`src/common/sehp_defines.vh`:
```
// constants for the serial eeprom command, protect and hold logic
`ifndef SEHP_DEFINES_VH
`define SEHP_DEFINES_VH
`define SEHP_OP_WRITE_ENABLE_COMMAND      8'h06
`define SEHP_OP_WRITE_DISABLE_COMMAND      8'h04
`define SEHP_OP_RDST      8'h05
`define SEHP_OP_WRST      8'h01
`define SEHP_OP_READ      8'h03
`define SEHP_OP_WRITE     8'h02
`define SEHP_ST_BUSY      0
`define SEHP_ST_WEL       1
`define SEHP_ST_BPL       2
`define SEHP_ST_BPH       3
`define SEHP_ST_PPEN      7
`define SEHP_ST_WR_MASK   8'h8C
`define SEHP_ST_RESET     8'h00
`define SEHP_ADDR_BITS    13
`define SEHP_CLK_NS       100
`define SEHP_TWC_NS       5000000
`define SEHP_TWC_CYC      (`SEHP_TWC_NS / `SEHP_CLK_NS)
`endif

```
`src/rtl/sehp_sync.v`:
```
// two flip-flop synchroniser for one pin input
`timescale 1ns/1ns
`default_nettype none
module sehp_sync #(
  parameter RESET_VAL = 1'b0
) (
  input  wire clk_in,
  input  wire rst_n_in,
  input  wire d_in,
  output reg  q_out
);
  reg meta_q;
  always @(posedge clk_in or negedge rst_n_in) begin
    if (!rst_n_in) begin
      meta_q <= RESET_VAL;
      q_out  <= RESET_VAL;
    end else begin
      meta_q <= d_in;
      q_out  <= meta_q;
    end
  end
endmodule // sehp_sync
`default_nettype wire

```
`src/rtl/sehp_wtimer.v`:
```
// self-timed write cycle counter
`timescale 1ns/1ns
`default_nettype none
module sehp_wtimer #(
  parameter CYCLES = 50000
) (
  input  wire clk_in,
  input  wire rst_n_in,
  input  wire start_in,
  output wire busy_out
);
  reg [31:0] cnt_q;
  always @(posedge clk_in or negedge rst_n_in) begin
    if (!rst_n_in) begin
      cnt_q <= 32'h0000_0000;
    end else if (start_in && cnt_q == 32'h0000_0000) begin
      cnt_q <= CYCLES;
    end else if (cnt_q != 32'h0000_0000) begin
      cnt_q <= cnt_q - 32'h0000_0001;
    end
  end
  assign busy_out = (cnt_q != 32'h0000_0000);
endmodule // sehp_wtimer
`default_nettype wire

```
`src/rtl/sehp_top.v`:
```
// serial eeprom command logic: status write protect, reads, hold, write cycle
// Behaviour
// - status write changes only bits 2, 3 and 7
// - protect pin low with pin-enable set refuses status writes
// - protect pin falling while selected aborts pending status write
// - started status write cycle ignores the protect pin
// - pin-enable clear makes the protect pin irrelevant
// - after address, bytes shift out with pointer incrementing each byte
// - pointer wraps from top address to zero, endless read
// - chip select high ends the read and output shifting
// - after read status opcode, eight status bits shift out
// - read status answered any time, even during write cycle
// - while held: output high impedance, input ignored, position kept
// - reset leaves writes disabled and idle; enable needed before writes
// - successful array or status write clears the enable latch
// - write cycle starts at chip select rising after exact clocks
// - array commands ignored during internal write cycle
// - unknown opcode ignores rest of selection, output stays off
// - six eight-bit opcodes as defined
// - busy in status bit 0, enable latch in bit 1
// - only low thirteen address bits used
// - sample on rising serial clock, change output on falling
`include "sehp_defines.vh"
`timescale 1ns/1ns
`default_nettype none
module sehp_top #(
  parameter WRITE_CYCLES = `SEHP_TWC_CYC,
  parameter ADDR_BITS    = `SEHP_ADDR_BITS
) (
  input  wire CLK_IN,
  input  wire RST_N_IN,
  input  wire CS_N_IN,
  input  wire SCK_IN,
  input  wire SI_IN,
  input  wire HOLD_N_IN,
  input  wire WP_N_IN,
  output reg  SO_OUT,
  output reg  SO_OE_OUT,
  output wire [7:0] STATUS_OUT,
  output reg  MEM_WE_OUT,
  output reg  [ADDR_BITS-1:0] MEM_ADDR_OUT,
  output reg  [7:0] MEM_WDATA_OUT,
  input  wire [7:0] MEM_RDATA_IN
);
  localparam S_CMD  = 3'd0;
  localparam S_ADDR = 3'd1;
  localparam S_RDAT = 3'd2;
  localparam S_RST  = 3'd3;
  localparam S_WST  = 3'd4;
  localparam S_WDAT = 3'd5;
  localparam S_IGN  = 3'd6;

  wire cs_n_s;
  wire sck_s;
  wire si_s;
  wire hold_n_s;
  wire wp_n_s;
  sehp_sync #(.RESET_VAL(1'b0)) u_cs (
    .clk_in   (CLK_IN),
    .rst_n_in (RST_N_IN),
    .d_in     (~CS_N_IN),
    .q_out    (cs_n_s)
  );
  sehp_sync #(.RESET_VAL(1'b0)) u_sck (
    .clk_in   (CLK_IN),
    .rst_n_in (RST_N_IN),
    .d_in     (SCK_IN),
    .q_out    (sck_s)
  );
  sehp_sync #(.RESET_VAL(1'b0)) u_si (
    .clk_in   (CLK_IN),
    .rst_n_in (RST_N_IN),
    .d_in     (SI_IN),
    .q_out    (si_s)
  );
  sehp_sync #(.RESET_VAL(1'b0)) u_hold (
    .clk_in   (CLK_IN),
    .rst_n_in (RST_N_IN),
    .d_in     (~HOLD_N_IN),
    .q_out    (hold_n_s)
  );
  sehp_sync #(.RESET_VAL(1'b0)) u_wp (
    .clk_in   (CLK_IN),
    .rst_n_in (RST_N_IN),
    .d_in     (~WP_N_IN),
    .q_out    (wp_n_s)
  );
  // the synchronisers reset low, so selects are carried inverted
  wire sel      = cs_n_s;
  wire held     = hold_n_s;
  wire wp_low   = wp_n_s;

  reg        sck_q;
  reg        sel_q;
  reg        wp_low_q;
  reg [2:0]  state_q;
  reg [2:0]  bit_q;
  reg [3:0]  abit_q;
  reg [7:0]  sh_q;
  reg [15:0] addr_q;
  reg [7:0]  out_q;
  reg        is_read_q;
  reg        wel_q;
  reg        bpl_q;
  reg        bph_q;
  reg        ppen_q;
  reg [7:0]  wst_q;
  reg        wst_ok_q;
  reg        wr_ok_q;
  reg        wstart_q;

  wire busy;
  // write cycle length is a parameter so simulation can shorten it
  sehp_wtimer #(.CYCLES(WRITE_CYCLES)) u_tmr (
    .clk_in   (CLK_IN),
    .rst_n_in (RST_N_IN),
    .start_in (wstart_q),
    .busy_out (busy)
  );

  wire [7:0] status = {ppen_q, 3'b000, bph_q, bpl_q, wel_q, busy};
  assign STATUS_OUT = status;

  // both edges only count while selected and not paused
  wire rise = sel && !held && sck_s && !sck_q;
  wire fall = sel && !held && !sck_s && sck_q;
  wire [7:0] byte_in = {sh_q[6:0], si_s};
  // protection is checked at the opcode, at the data end and again at the select edge
  wire sst_prot = ppen_q && wp_low;

  // pointer is exactly as wide as the array, so overflow wraps by itself
  function [ADDR_BITS-1:0] next_addr;
    input [ADDR_BITS-1:0] a;
    begin
      next_addr = a + 1'b1;  // natural wrap to zero
    end
  endfunction

  always @(posedge CLK_IN or negedge RST_N_IN) begin
    if (!RST_N_IN) begin
      sck_q        <= 1'b0;
      sel_q        <= 1'b0;
      wp_low_q     <= 1'b0;
      state_q      <= S_CMD;
      bit_q        <= 3'd0;
      abit_q       <= 4'd0;
      sh_q         <= 8'h00;
      addr_q       <= 16'h0000;
      out_q        <= 8'h00;
      is_read_q    <= 1'b0;
      wel_q        <= 1'b0;
      bpl_q        <= 1'b0;
      bph_q        <= 1'b0;
      ppen_q       <= 1'b0;
      wst_q        <= `SEHP_ST_RESET;
      wst_ok_q     <= 1'b0;
      wr_ok_q      <= 1'b0;
      wstart_q     <= 1'b0;
      SO_OUT       <= 1'b0;
      SO_OE_OUT    <= 1'b0;
      MEM_WE_OUT   <= 1'b0;
      MEM_ADDR_OUT <= {ADDR_BITS{1'b0}};
      MEM_WDATA_OUT <= 8'h00;
    end else begin
      // sck is tracked even while held, so release gives no false edge
      sck_q      <= sck_s;
      sel_q      <= sel;
      wp_low_q   <= wp_low;
      wstart_q   <= 1'b0;
      MEM_WE_OUT <= 1'b0;
      if (!sel) begin
        // deselect ends any sequence and silences the output
        state_q   <= S_CMD;
        bit_q     <= 3'd0;
        SO_OE_OUT <= 1'b0;
        if (sel_q) begin
          // bits land at the select edge, so a later protect pin fall cannot reach them
          if (wst_ok_q && !sst_prot) begin
            bpl_q    <= wst_q[`SEHP_ST_BPL];
            bph_q    <= wst_q[`SEHP_ST_BPH];
            ppen_q   <= wst_q[`SEHP_ST_PPEN];
            wel_q    <= 1'b0;
            wstart_q <= 1'b1;
          end else if (wr_ok_q) begin
            MEM_WE_OUT <= 1'b1;
            wel_q      <= 1'b0;
            wstart_q   <= 1'b1;
          end
        end
        wst_ok_q <= 1'b0;
        wr_ok_q  <= 1'b0;
      end else begin
        // enable is registered so it never glitches on a select change
        if (held) begin
          SO_OE_OUT <= 1'b0;
        end else if (state_q == S_RDAT || state_q == S_RST) begin
          SO_OE_OUT <= 1'b1;
        end
        // protect pin falling mid-selection cancels the pending status write
        if (wp_low && !wp_low_q && ppen_q) begin
          wst_ok_q <= 1'b0;
          if (state_q == S_WST) begin
            state_q <= S_IGN;  // a pulse mid-byte must not be forgotten
          end
        end
        if (rise) begin
          sh_q  <= byte_in;  // msb first
          bit_q <= bit_q + 3'd1;
          case (state_q)
            // status read is decoded before busy so it is always answered
            S_CMD: begin
              if (bit_q == 3'd7) begin
                sh_q <= 8'h00;
                if (byte_in == `SEHP_OP_RDST) begin
                  state_q <= S_RST;
                  out_q   <= status;
                end else if (busy) begin
                  state_q <= S_IGN;
                end else if (byte_in == `SEHP_OP_WRITE_ENABLE_COMMAND) begin
                  wel_q   <= 1'b1;
                  state_q <= S_IGN;
                end else if (byte_in == `SEHP_OP_WRITE_DISABLE_COMMAND) begin
                  wel_q   <= 1'b0;
                  state_q <= S_IGN;
                end else if (byte_in == `SEHP_OP_WRST) begin
                  state_q <= (wel_q && !sst_prot) ? S_WST : S_IGN;
                end else if (byte_in == `SEHP_OP_READ) begin
                  is_read_q <= 1'b1;
                  abit_q    <= 4'd0;
                  state_q   <= S_ADDR;
                end else if (byte_in == `SEHP_OP_WRITE) begin
                  is_read_q <= 1'b0;
                  abit_q    <= 4'd0;
                  state_q   <= wel_q ? S_ADDR : S_IGN;
                end else begin
                  state_q <= S_IGN;
                end
              end
            end
            // upper three address bits shift through but never reach the array
            S_ADDR: begin
              addr_q <= {addr_q[14:0], si_s};
              abit_q <= abit_q + 4'd1;
              bit_q  <= 3'd0;
              if (abit_q == 4'd15) begin
                MEM_ADDR_OUT <= {addr_q[ADDR_BITS-2:0], si_s};
                state_q      <= is_read_q ? S_RDAT : S_WDAT;
              end
            end
            S_WST: begin
              if (bit_q == 3'd7) begin
                wst_q    <= byte_in & `SEHP_ST_WR_MASK;
                wst_ok_q <= !sst_prot;
                state_q  <= S_IGN;  // extra clocks void the write
              end
            end
            S_WDAT: begin
              // array loading itself lives outside; only one byte latched here
              wr_ok_q <= (bit_q == 3'd7);
              if (bit_q == 3'd7) begin
                MEM_WDATA_OUT <= byte_in;
              end
            end
            S_IGN: begin
              wst_ok_q <= 1'b0;
            end
            default: begin
            end
          endcase
        end
        // array data is combinational, so each byte is taken at the fall that shows its msb
        if (fall) begin
          if (state_q == S_RDAT) begin
            if (bit_q == 3'd0) begin
              SO_OUT <= MEM_RDATA_IN[7];
              out_q  <= {MEM_RDATA_IN[6:0], 1'b0};
              MEM_ADDR_OUT <= next_addr(MEM_ADDR_OUT);
            end else begin
              SO_OUT <= out_q[7];
              out_q  <= {out_q[6:0], 1'b0};
            end
          end else if (state_q == S_RST) begin
            if (bit_q == 3'd0) begin
              SO_OUT <= status[7];
              out_q  <= {status[6:0], 1'b0};
            end else begin
              SO_OUT <= out_q[7];
              out_q  <= {out_q[6:0], 1'b0};
            end
          end
        end
      end
    end
  end
endmodule // sehp_top
`default_nettype wire

```
`config.mk`:
```
export PLATFORM = sky130hd
export DESIGN_NAME = sehp_top
export DESIGN_NICKNAME = d
export VERILOG_FILES = /design/src/rtl/sehp_sync.v /design/src/rtl/sehp_wtimer.v /design/src/rtl/sehp_top.v
export VERILOG_INCLUDE_DIRS = /design/src /design/src/common
export SDC_FILE = /design/constraint.sdc
export NUM_CORES = 1
export LEC_CHECK = 0
export BUFFER_PORTS_ARGS = -buffer_cell sky130_fd_sc_hd__buf_2
export CAP_MARGIN = 20
export CORE_MARGIN = 5
export CORE_UTILIZATION = 54
export CTS_CLUSTER_DIAMETER = 100
export CTS_CLUSTER_SIZE = 12
export DETAILED_ROUTE_END_ITERATION = 10
export PLACE_DENSITY = 0.76
export SYNTH_ARGS = -nofsm -noshare
export SYNTH_HDL_FRONTEND = slang
export SYNTH_SLANG_ARGS = --single-unit
```
`constraint.sdc`:
```
create_clock -name CLK_IN -period 2.44 [get_ports CLK_IN]
set_clock_uncertainty 0.2 [all_clocks]
set_input_delay 0.122 -clock CLK_IN [delete_from_list [all_inputs] [get_ports CLK_IN]]
set_output_delay 0.122 -clock CLK_IN [all_outputs]
set_load 0.05 [all_outputs]
```
; Word-level counts from Yosys, hierarchy flattened
; Cells that the tools add are included.
[word_totals]
ff_bits = 117
in_bits = 15
output_inout_bits = 32
elab_cells = 197
[op_classes]
n_addsub = 4
eq_ne = 29
mux = 84
n_bitwise = 9
reduce_logical = 37
[ops]
columns = cell, n
row1 = two-way mux 13 bit, 6
row2 = two-way mux 8 bit, 9
row3 = two-way mux 32 bit, 2
row4 = two-way mux 3 bit, 19
row5 = two-way mux 1 bit, 34
row6 = zero test 32 bit, 1
row7 = two-way mux 4 bit, 8
row8 = nonzero test 32 bit, 1
row9 = subtractor 32 x 1 -> 32 bit (second input constant), 1
row10 = equality test 8 x 3 -> 1 bit (second input constant), 3
row11 = != test 2 bit (second input constant), 12
row12 = AND reduction 10 bit, 2
row13 = equality test 8 x 2 -> 1 bit (second input constant), 2
row14 = two-way mux 7 bit, 2
row15 = adder 13 x 1 -> 13 bit (second input constant), 1
row16 = equality test 3 bit (second input constant), 4
row17 = logical AND 1 bit, 11
row18 = nonzero test 2 bit, 5
row19 = inverter 1 bit, 9
row20 = case mux 3 bit (3 select lines), 1
row21 = AND reduction 3 bit, 3
row22 = equality test 8 x 1 -> 1 bit (second input constant), 1
row23 = case mux 4 bit (2 select lines), 1
row24 = AND reduction 4 bit, 2
row25 = other kinds (15), 23

; Longest topological paths before layout
; Gate-level depths: netlist (run 1).
[depth]
depth_word = 13
ltp_mapped = 10
mapped_depth_nobuf = 9

; Hierarchy
; Synthesis (run 1) repeated with hierarchy kept, for this count alone.
[unflattened]
cells_unflattened = 538
area_unflattened_um2 = 5798.1
[by_module_without_submodules]
columns = module, instances, cells_per_inst, area_per_inst_um2, seq_area_each_um2
row1 = sehp_top, 1, 379, 3912.5, 1876.8
row2 = sehp_wtimer, 1, 149, 1635.3, 800.8
row3 = sehp_sync, 5, 2, 50.0, 50.0

; Least setup slack after synthesis (run 1)
; No wires, ideal clock.
[synth_path]
path_kind = register -> register
startpoint = register u_tmr.cnt_q[0]
endpoint = register abit_q[2]
setup_time_ns = 0.124
t_arrival_ns = 2.153
required_time_ns = 2.116
slack_ns = -0.037
stages_incl_launch_ff = 11
n_path_buf = 1
synth_period_minus_slack_ns = 2.477
cell_sequence = dfrtp_1 inv_1 ha_1 or4b_2 nor3_2 and4_1 buf_6 inv_4 nor2_4 o41ai_2 a211o_1
[synth_via]
elab_chain_cells = 3
[synth_lines]
columns = element, line_no
row1 = from (decl), sehp_wtimer.v:12  ; reg [31:0] cnt_q;
row2 = from (signal assigned), sehp_wtimer.v:19  ; cnt_q <= cnt_q - 32'h0000_0001;
row3 = nonzero test 32 bit, sehp_wtimer.v:22  ; assign busy_out = (cnt_q != 32'h0000_0000);
row4 = named net busy, sehp_top.v:112  ; wire busy;
row5 = != test 2 bit (no line), -
row6 = AND reduction 10 bit (no line), -
row7 = to (signal assigned), sehp_top.v:243  ; abit_q <= abit_q + 4'd1;
row8 = to (decl), sehp_top.v:98  ; reg [3:0] abit_q;
; The timed path passes the listed nets, and every way through them passes these cells.
; A chain may end at the register's enable or synchronous reset.

; Final worst setup path (run 1)
[layout_path]
startpoint = register u_tmr.cnt_q[0]
endpoint = output STATUS_OUT[0]
[layout_via]
elab_chain_cells = 1
[layout_lines]
columns = element, line_no
row1 = nonzero test 32 bit, sehp_wtimer.v:22
row2 = to (decl), sehp_top.v:39  ; output wire [7:0] STATUS_OUT,
; No other way between the ends.

==> metrics.md, run 1 <==
| Metric | Value |
|---|---|
| Clock Power Share | 51.7% |
| Synth top area share | 53.6% |
| Outcome | finished with violations |
| Worst Path Required | 2120 ps |
| Cell row count | 36 |
| CP arrival | 2200 ps |
| Vias in the first global route | 4,561 |
| Slowest CP cell | or4b_4 |
| Met1 Resource Use GR | 28.7% |
| Initial Utilization | 55.6% |
| Combinational family with the most area after synthesis | simple AND/OR/NAND/NOR gates |
| Clock Path Buffers | 2 |
| Port bufs | 43 |
| Worst Max-Slew Pin Slew | 748 ps |
| I/O pins | 47 |
| Core box area | 9820 um2 |
| Post-synthesis compound-gate area fraction | 11.7% |
| GR Util met3 | 4.92% |
| Die Area | 12,200 um2 |
| Net Sw Power | 1180 uW |
| Final setup vio count | 5 |
| Depth of the CTS H-tree | 4 |
| Crit-path max FO | 3 |
| Clock sinks | 117 |
| Post-Synth Adder-Cell Area | 1.60% |
| CP peak stage delay | 460 ps |
| Netlist Area Pre-Place | 5460 um2 |
| Cell variety after synth | 60 |
| Hpwl dp | 8500 um |
| Worst vdd ir | 0.000532 V |
| Unrepaired setup endpoints after global routing | true |
| HP Class | input port to async pin |
| P_leak | 0.00354 uW |
| Mux cell area share after synthesis | 3.39% |
| Power Density | 711 nW/um2 |
| Smallest hold slack | 7.25 ps |
| Slew HR | 50.0% |
| Final instance count without filler cells | 789 |
| DR pass1 iterations | 5 |
| Yosys top cell by area | dfrtp_1 |
| Final nets | 665 |
| WL/cell | 16.5 um |
| Clock period minus worst slack | 2530 ps |
| Worst skew pair latency | 520 ps |
| EDFF count, synth | 0 |
| Failing checks | negative setup slack |
| Asr flop ratio synth | 100% |
| ANT cells | 0 |
| Slew Viols, Final | 0 |
| Die width | 111 um |
| CP Buf/Inv Count | 3 |
| P_int | 3830 uW |
| Placed cells | 737 |
| Initial antenna violation count | 0 |
| Pin count of the biggest net entering global routing | 118 |
| DRC viols | 0 |
| FF+latch area | 2930 um2 |
| Via density | 5.63 |
| Clk root buf | clkbuf_8 |
| Count leader, synth | dfrtp_1 |
| Cells after Synth | 538 |
| Worst Setup Start Kind | register |
| Sw Ratio | 23.6% |
| Routed via count | 4,442 |
| Sequential-to-total area share from yosys stat | 53.6% |
| RD Place Congestion | 0.887 |
| Proportion of layout cells with a drive suffix above 1 | 27.0% |
| Combinational Power Share | 6.7% |
| Reg clk slew, reported paths | 60 ps |
| Sequential power share | 41.6% |
| Xor/xnor share of the synthesized area | 3.53% |
| Final WL | 13,000 um |
| Fillers | 702 |
| Synth top area cells | dfrtp_1, nand2_1, nor2_1, mux2_2, xor2_1 |
| Ys flop type | dfrtp_1 |
| Area of the multi-input gates | 2480 um2 |
| Post-synthesis simple-gate area fraction | 22.6% |
| CP endpoint kind | primary output |
| Ordered cell list for the critical path | inv_2 > ha_4 > or4b_4 > nor3_4 > and4_4 > inv_8 > buf_8 |
| Grt ovf | 0 |
| Maximum Capacitance Violations | 0 |
| Die Span Y | 111 um |
| Clock buffer count from CTS | 17 |
| Yosys reg bits | 117 |
| Layout area overhead | 28.9% |
| First-pass GRT wire length | 22,300 um |
| Avg Inst Size Synth | 10.2 um2 |
| Final worst path period share | 103% |
| Fin worst setup slack | -85.3 ps |
| CTS tree | built |
| Crit path max-delay family | simple AND/OR/NAND/NOR gates |
| Crit path kind | register to primary output |
| Fin. Hold Viols | 0 |
| Fmax achieved | 396 MHz |
| YS warnings | 0 |
| Overall Global Routing Usage | 22.2% |
| Gr busiest metal | met2 |
| Initial DRC count | 257 |
| Met2 usage | 36.9% |
| Most frequent cells after synthesis | dfrtp_1, nand2_1, nor2_1, o21ai_0, a21oi_1 |
| Antenna Nets Post-Route | 0 |
metal layers:
| metal | vias to the layer above | wire length (um) |
|---|---|---|
| li1 | 2130 | - |
| met1 | 2166 | 5560 |
| met2 | 122 | 6670 |
| met3 | 24 | 554 |
| met4 | 0 | 231 |
| met5 | - | 0 |
flip-flops by register name (all words and copies together), names as in the netlist, 3 cells and up:
register and flops:
u_tmr.cnt_q 32, state_q 3, bit_q 3, abit_q 4
addr_q 12, out_q 8, sh_q 7, wst_q 3
MEM_WDATA_OUT 8, MEM_ADDR_OUT 13
stage by stage:
step	setup TNS, ps	utilization, %	setup WS, ps	instance area, um2	total power, uW
6_report	-264	71.7	-85.3	7040	5010
5_1_grt	-753	71.7	-130	7040	5180
4_1_cts	-361	70.9	-139	6960	5030
3_5_place_dp	-158	62.1	-57.2	6090	2430
3_3_place_gp	-5.14	62.1	-5.14	6090	2420
2_1_floorplan	0	-	43.1	5480	2300
worst paths after layout:
path                                start              end  slack (ps)  cells past startpoint
max                        u_tmr.cnt_q[0]    STATUS_OUT[0]         -90                      7
max in group asynchronous        RST_N_IN       state_q[1]        1510                      3
min reg2reg                  u_sck.meta_q      u_sck.q_out         150                      0
min                              RST_N_IN  u_tmr.cnt_q[28]           7                      3
min in group CLK_IN                 SI_IN      u_si.meta_q          60                      2
max reg2reg                u_tmr.cnt_q[0]        abit_q[2]         -80                     10
layout make-up:
cell class	count	area share, %
Clock buffer	19	6.27
Clock inverter	13	2.56
Inverter	13	0.799
Multi-Input combinational cell	384	35.2
Sequential cell	117	41.6
Tap cell	133	2.36
Timing Repair Buffer	110	11.2
tightest hold or removal path, delay by kind of cell:
kind,cells,cell delay (ps)
buffers and inverters,3,1060
cells in the final DEF, fill, tap and decap left out, types with 7 or more instances in the layout:
cell	count
buf_2	41
nand4_1	7
nand2_1	81
a211oi_1	10
inv_1	10
mux2_2	11
dlygate4sd3_1	14
xor2_1	15
xnor2_1	7
nor2_1	50
a21oi_1	19
o21ai_0	21
dfrtp_1	116
nor3_1	16
nand3_1	18
buf_4	50
clkbuf_16	16
power by group through the flow:
stage	Clock, uW	Combinational [uW]	Sequential [uW]
after global routing	2710	371	2090
after CTS	2610	342	2080
after detailed placement	0	319	2110
after floorplan	0	140	2160
after global placement	0	310	2110
final	2590	337	2080
timing repair:
action	CTS	global route
hold buffers	14	0
buffers inserted	3	4
resized for setup	19	14
pin swaps	11	8
endpoints found under the hold margin	130	0
setup endpoints to repair	18	35
logic make-up after synthesis:
family | Yosys count
other | 1
adders and majority gates | 7
buffers and inverters | 39
AOI/OAI and AO/OA | 94
xor gates and xnor gates | 22
muxes | 17
and+or+nand+nor | 241
DFF | 117
Power figures use the tool's default switching activity.
==> run 2: changes to the inputs <==
--- a/config.mk
+++ b/config.mk
@@ -16,4 +16,5 @@
 export PLACE_DENSITY = 0.76
 export SYNTH_ARGS = -nofsm -noshare
 export SYNTH_HDL_FRONTEND = slang
+export SYNTH_HIERARCHICAL = 1
 export SYNTH_SLANG_ARGS = --single-unit
==> run 2 against run 1 <==
Against the previous run:
- the flow still finishes with violations (negative setup slack)
- critical path depth is 1 higher
- sequential power is essentially flat
- count of clock-buffer cells in the layout shrank 1
- largest power group unchanged
==> metrics.md, run 2 <==
| Metric | Value |
|---|---|
| Outcome | finished with violations |
| Failing checks | negative setup slack |
| Final setup vio count | 14 (+9) |
| Largest Register | u_tmr/cnt_q |
| First-pass GRT wire length | 24,000 um (+7.5%) |
| Final instance count without filler cells | 805 (+2.0%) |
| Worst vdd ir | 0.000577 V (+8.5%) |
| Die width | 114 um (+2.7%) |
| Final worst path period share | 114% (+11 points) |
| Slew HR | 61.7% (+12 points) |
| Final WL | 14,100 um (+8.3%) |
| Setup TNS | -2830 ps (-2570 ps) |
| YS warnings | 6 (+6) |
| Sequential-to-total area share from yosys stat | 50.5% (-3.1 points) |
| Yosys top cell by area | dfrtp_1 |
| Worst Max-Slew Pin Slew | 574 ps (-174 ps) |
| P_int | 3570 uW (-6.7%) |
| Overall power | 4750 uW (-5.1%) |
| Fin worst setup slack | -350 ps (-265 ps) |
| Pin count of the biggest net entering global routing | 70 (-41%) |
| Proportion of layout cells with a drive suffix above 1 | 33.3% (+6.4 points) |
| RD Place Congestion | 0.910 (+2.6%) |
| Die Span Y | 114 um (+2.7%) |
| EDFF count, synth | 0 (unchanged) |
| WL/cell | 17.5 um (+6.2%) |
| Placed cells | 751 (+1.9%) |
| Clock sinks | 117 (unchanged) |
| Clock buffer count from CTS | 17 (unchanged) |
| Commonest non-fill, non-tap cell in the layout | dfrtp_1 |
| Initial DRC count | 362 (+41%) |
| Overall Global Routing Usage | 23.0% (+0.75 points) |
| CP endpoint kind | register |
| Fin. Hold Viols | 0 (unchanged) |
| Depth of the CTS H-tree | 4 (unchanged) |
| Layout area overhead | 29.3% |
| Netlist Area Pre-Place | 5800 um2 (+6.1%) |
| Hpwl dp | 9320 um (+9.6%) |
| DR pass1 iterations | 9 (+4) |
| FF+latch area | 2930 um2 (about the same) |
| Fin area | 7500 um2 (+6.4%) |
| Ys flop type | dfrtp_1 |
| Initial Utilization | 55.7% (about the same) |
| Sequential power share | 43.4% (+1.8 points) |
| Synth top area cells | dfrtp_1, mux2_2, nand2_1, xor2_1, nand3_1 |
| Clock Path Buffers | 2 (unchanged) |
| Worst skew pair latency | 510 ps (about the same) |
| Antenna Nets Post-Route | 0 (unchanged) |
| Reg clk slew, reported paths | 60 ps (about the same) |
| Port bufs | 43 (unchanged) |
| Maximum Capacitance Violations | 0 (unchanged) |
| Largest registers | u_tmr/cnt_q: 32 flops, MEM_ADDR_OUT: 13 flops, addr_q: 12 flops |
| Sw Ratio | 24.9% (+1.3 points) |
| Worst Path Required | 2620 ps (+500 ps) |
| I/O pins | 47 (unchanged) |
| Placed instance area | 6530 um2 (+7.2%) |
| Final nets | 677 (+1.8%) |
| Crit-path max FO | 2 (-1) |
| CP arrival | 2970 ps (+770 ps) |
| Initial antenna violation count | 0 (unchanged) |
| CTS tree | built |
| ANT cells | 0 (unchanged) |
| Routed via count | 4,780 (+7.6%) |
| Clock period minus worst slack | 2790 ps (+265 ps) |
| Smallest hold slack | 47.4 ps (+40.2 ps) |
| Most frequent cells after synthesis | dfrtp_1, nand2_1, nor2_1, mux2_2, nand3_1 |
| Most frequent cells in the layout | dfrtp_1, buf_4, buf_2 |
| Clock Power Share | 50.0% (-1.7 points) |
| Power Density | 634 nW/um2 (-11%) |
| Fillers | 725 (+3.3%) |
| Asr flop ratio synth | 100% (unchanged) |
| Clk root buf | clkbuf_8 |
| Cell variety after synth | 71 (+18%) |
| Die Area | 12,900 um2 (+5.6%) |
| Slew Viols, Final | 0 (unchanged) |
| Count leader, synth | dfrtp_1 |
| Combinational Power Share | 6.6% (about the same) |
| HP Class | input port to register |
| Area of the multi-input gates | 2780 um2 (+12%) |
| Cells after Synth | 538 (unchanged) |
| Unrepaired setup endpoints after global routing | true |
| Vias in the first global route | 4,896 (+7.3%) |
| Via density | 5.94 (+5.5%) |
| Cell row count | 37 (+2.8%) |
| Grt ovf | 0 (unchanged) |
| Avg Inst Size Synth | 10.8 um2 (+6.1%) |
| Max reg flops | 32 (unchanged) |
| P_leak | 0.00371 uW (+4.8%) |
| Fmax achieved | 358 MHz (-9.5%) |
| Net Sw Power | 1180 uW (+0.20%) |
| Worst Setup Start Kind | register |
| Crit path kind | register to register |
| Core box area | 10,400 um2 (+6.1%) |
| DRC viols | 0 (unchanged) |
| Yosys reg bits | 117 (unchanged) |
| Synth top area share | 50.5% (-3.1 points) |
-- run 2: cell types whose count changed in the layout (fill, tap and decap cells not counted), sizes merged, moves of 10 or more --
cell	before	now
inv	13	23
mux2	12	28
nand2	81	40
buf	96	115
nor2	52	34
o21ai	22	12
-- run 2: worst max-delay path: stages (launching register included) --
cell	delay, ps
dfrtp_1	380
nor4_2	300
buf_4	160
nand4_1	130
or3_4	450
or3b_4	370
or4_4	420
o21ai_2	140
a31oi_1	110
-- run 2: area by class of cell --
type / count / share of cell area [%]
clock buffers: 18 / 5.58
clock inverters: 14 / 2.04
inverters: 20 / 1.00
multi-input cells: 369 / 37.1
flip-flops and latches: 117 / 39.1
well taps: 136 / 2.27
repair buffers: 131 / 13.0
-- run 2: through the flow --
step | utilization (%) | setup slack [ps]
2_1_floorplan | - | -411
3_3_place_gp | 62.7 | -329
3_5_place_dp | 62.7 | -404
4_1_cts | 70.9 | -291
5_1_grt | 72.0 | -453
6_report | 72.0 | -350
-- run 2: power groups by stage --
stage	registers, uW	clock network (uW)	logic, uW
after floorplan	2090	0	154
after detailed placement	2090	0	275
after CTS	2060	2410	310
after global placement	2090	0	267
after global routing	2070	2500	345
final	2060	2370	315
-- run 2: per-layer routing --
layer | global-route usage, % | share of wire (%) | vias to the layer above
met5 | 0 | 0 | -
met4 | 7.85 | 2.1 | 0
met3 | 4.72 | 5.9 | 23
met2 | 39.4 | 51 | 177
met1 | 29.0 | 41 | 2367
li1 | - | - | 2213
-- run 2: logic make-up after synthesis --
kind of cell | after synthesis | share of synthesized area [%]
AND/OR/NAND/NOR | 209 | 21.7
flip-flops | 117 | 50.5
AO/OA/AOI/OAI | 90 | 11.5
buffers and inverters | 54 | 4.29
multiplexers | 36 | 6.82
XOR/XNOR | 25 | 3.78
adder cells (fa/ha/maj) | 6 | 1.29
other | 1 | 0.0647
-- run 2: final timing paths --
check,start,endpoint,slack [ps],depth (start not counted)
min,SCK_IN,u_sck/meta_q,50,2
max in group asynchronous,RST_N_IN,u_tmr/cnt_q[13],870,4
max reg2reg,u_tmr/cnt_q[17],state_q[1],-350,8
min in group asynchronous,RST_N_IN,u_tmr/cnt_q[18],520,4
max,u_tmr/cnt_q[17],state_q[1],-350,8
min reg2reg,u_sck/meta_q,u_sck/q_out,150,0
-- run 2: timing repair --
item | CTS | global route
setup endpoints to repair | 14 | 29
resized for setup | 21 | 25
cloned | 0 | 0
setup buffers | 5 | 2
endpoints found under the hold margin | 130 | 0
pin swaps | 9 | 8
hold buffers | 16 | 0
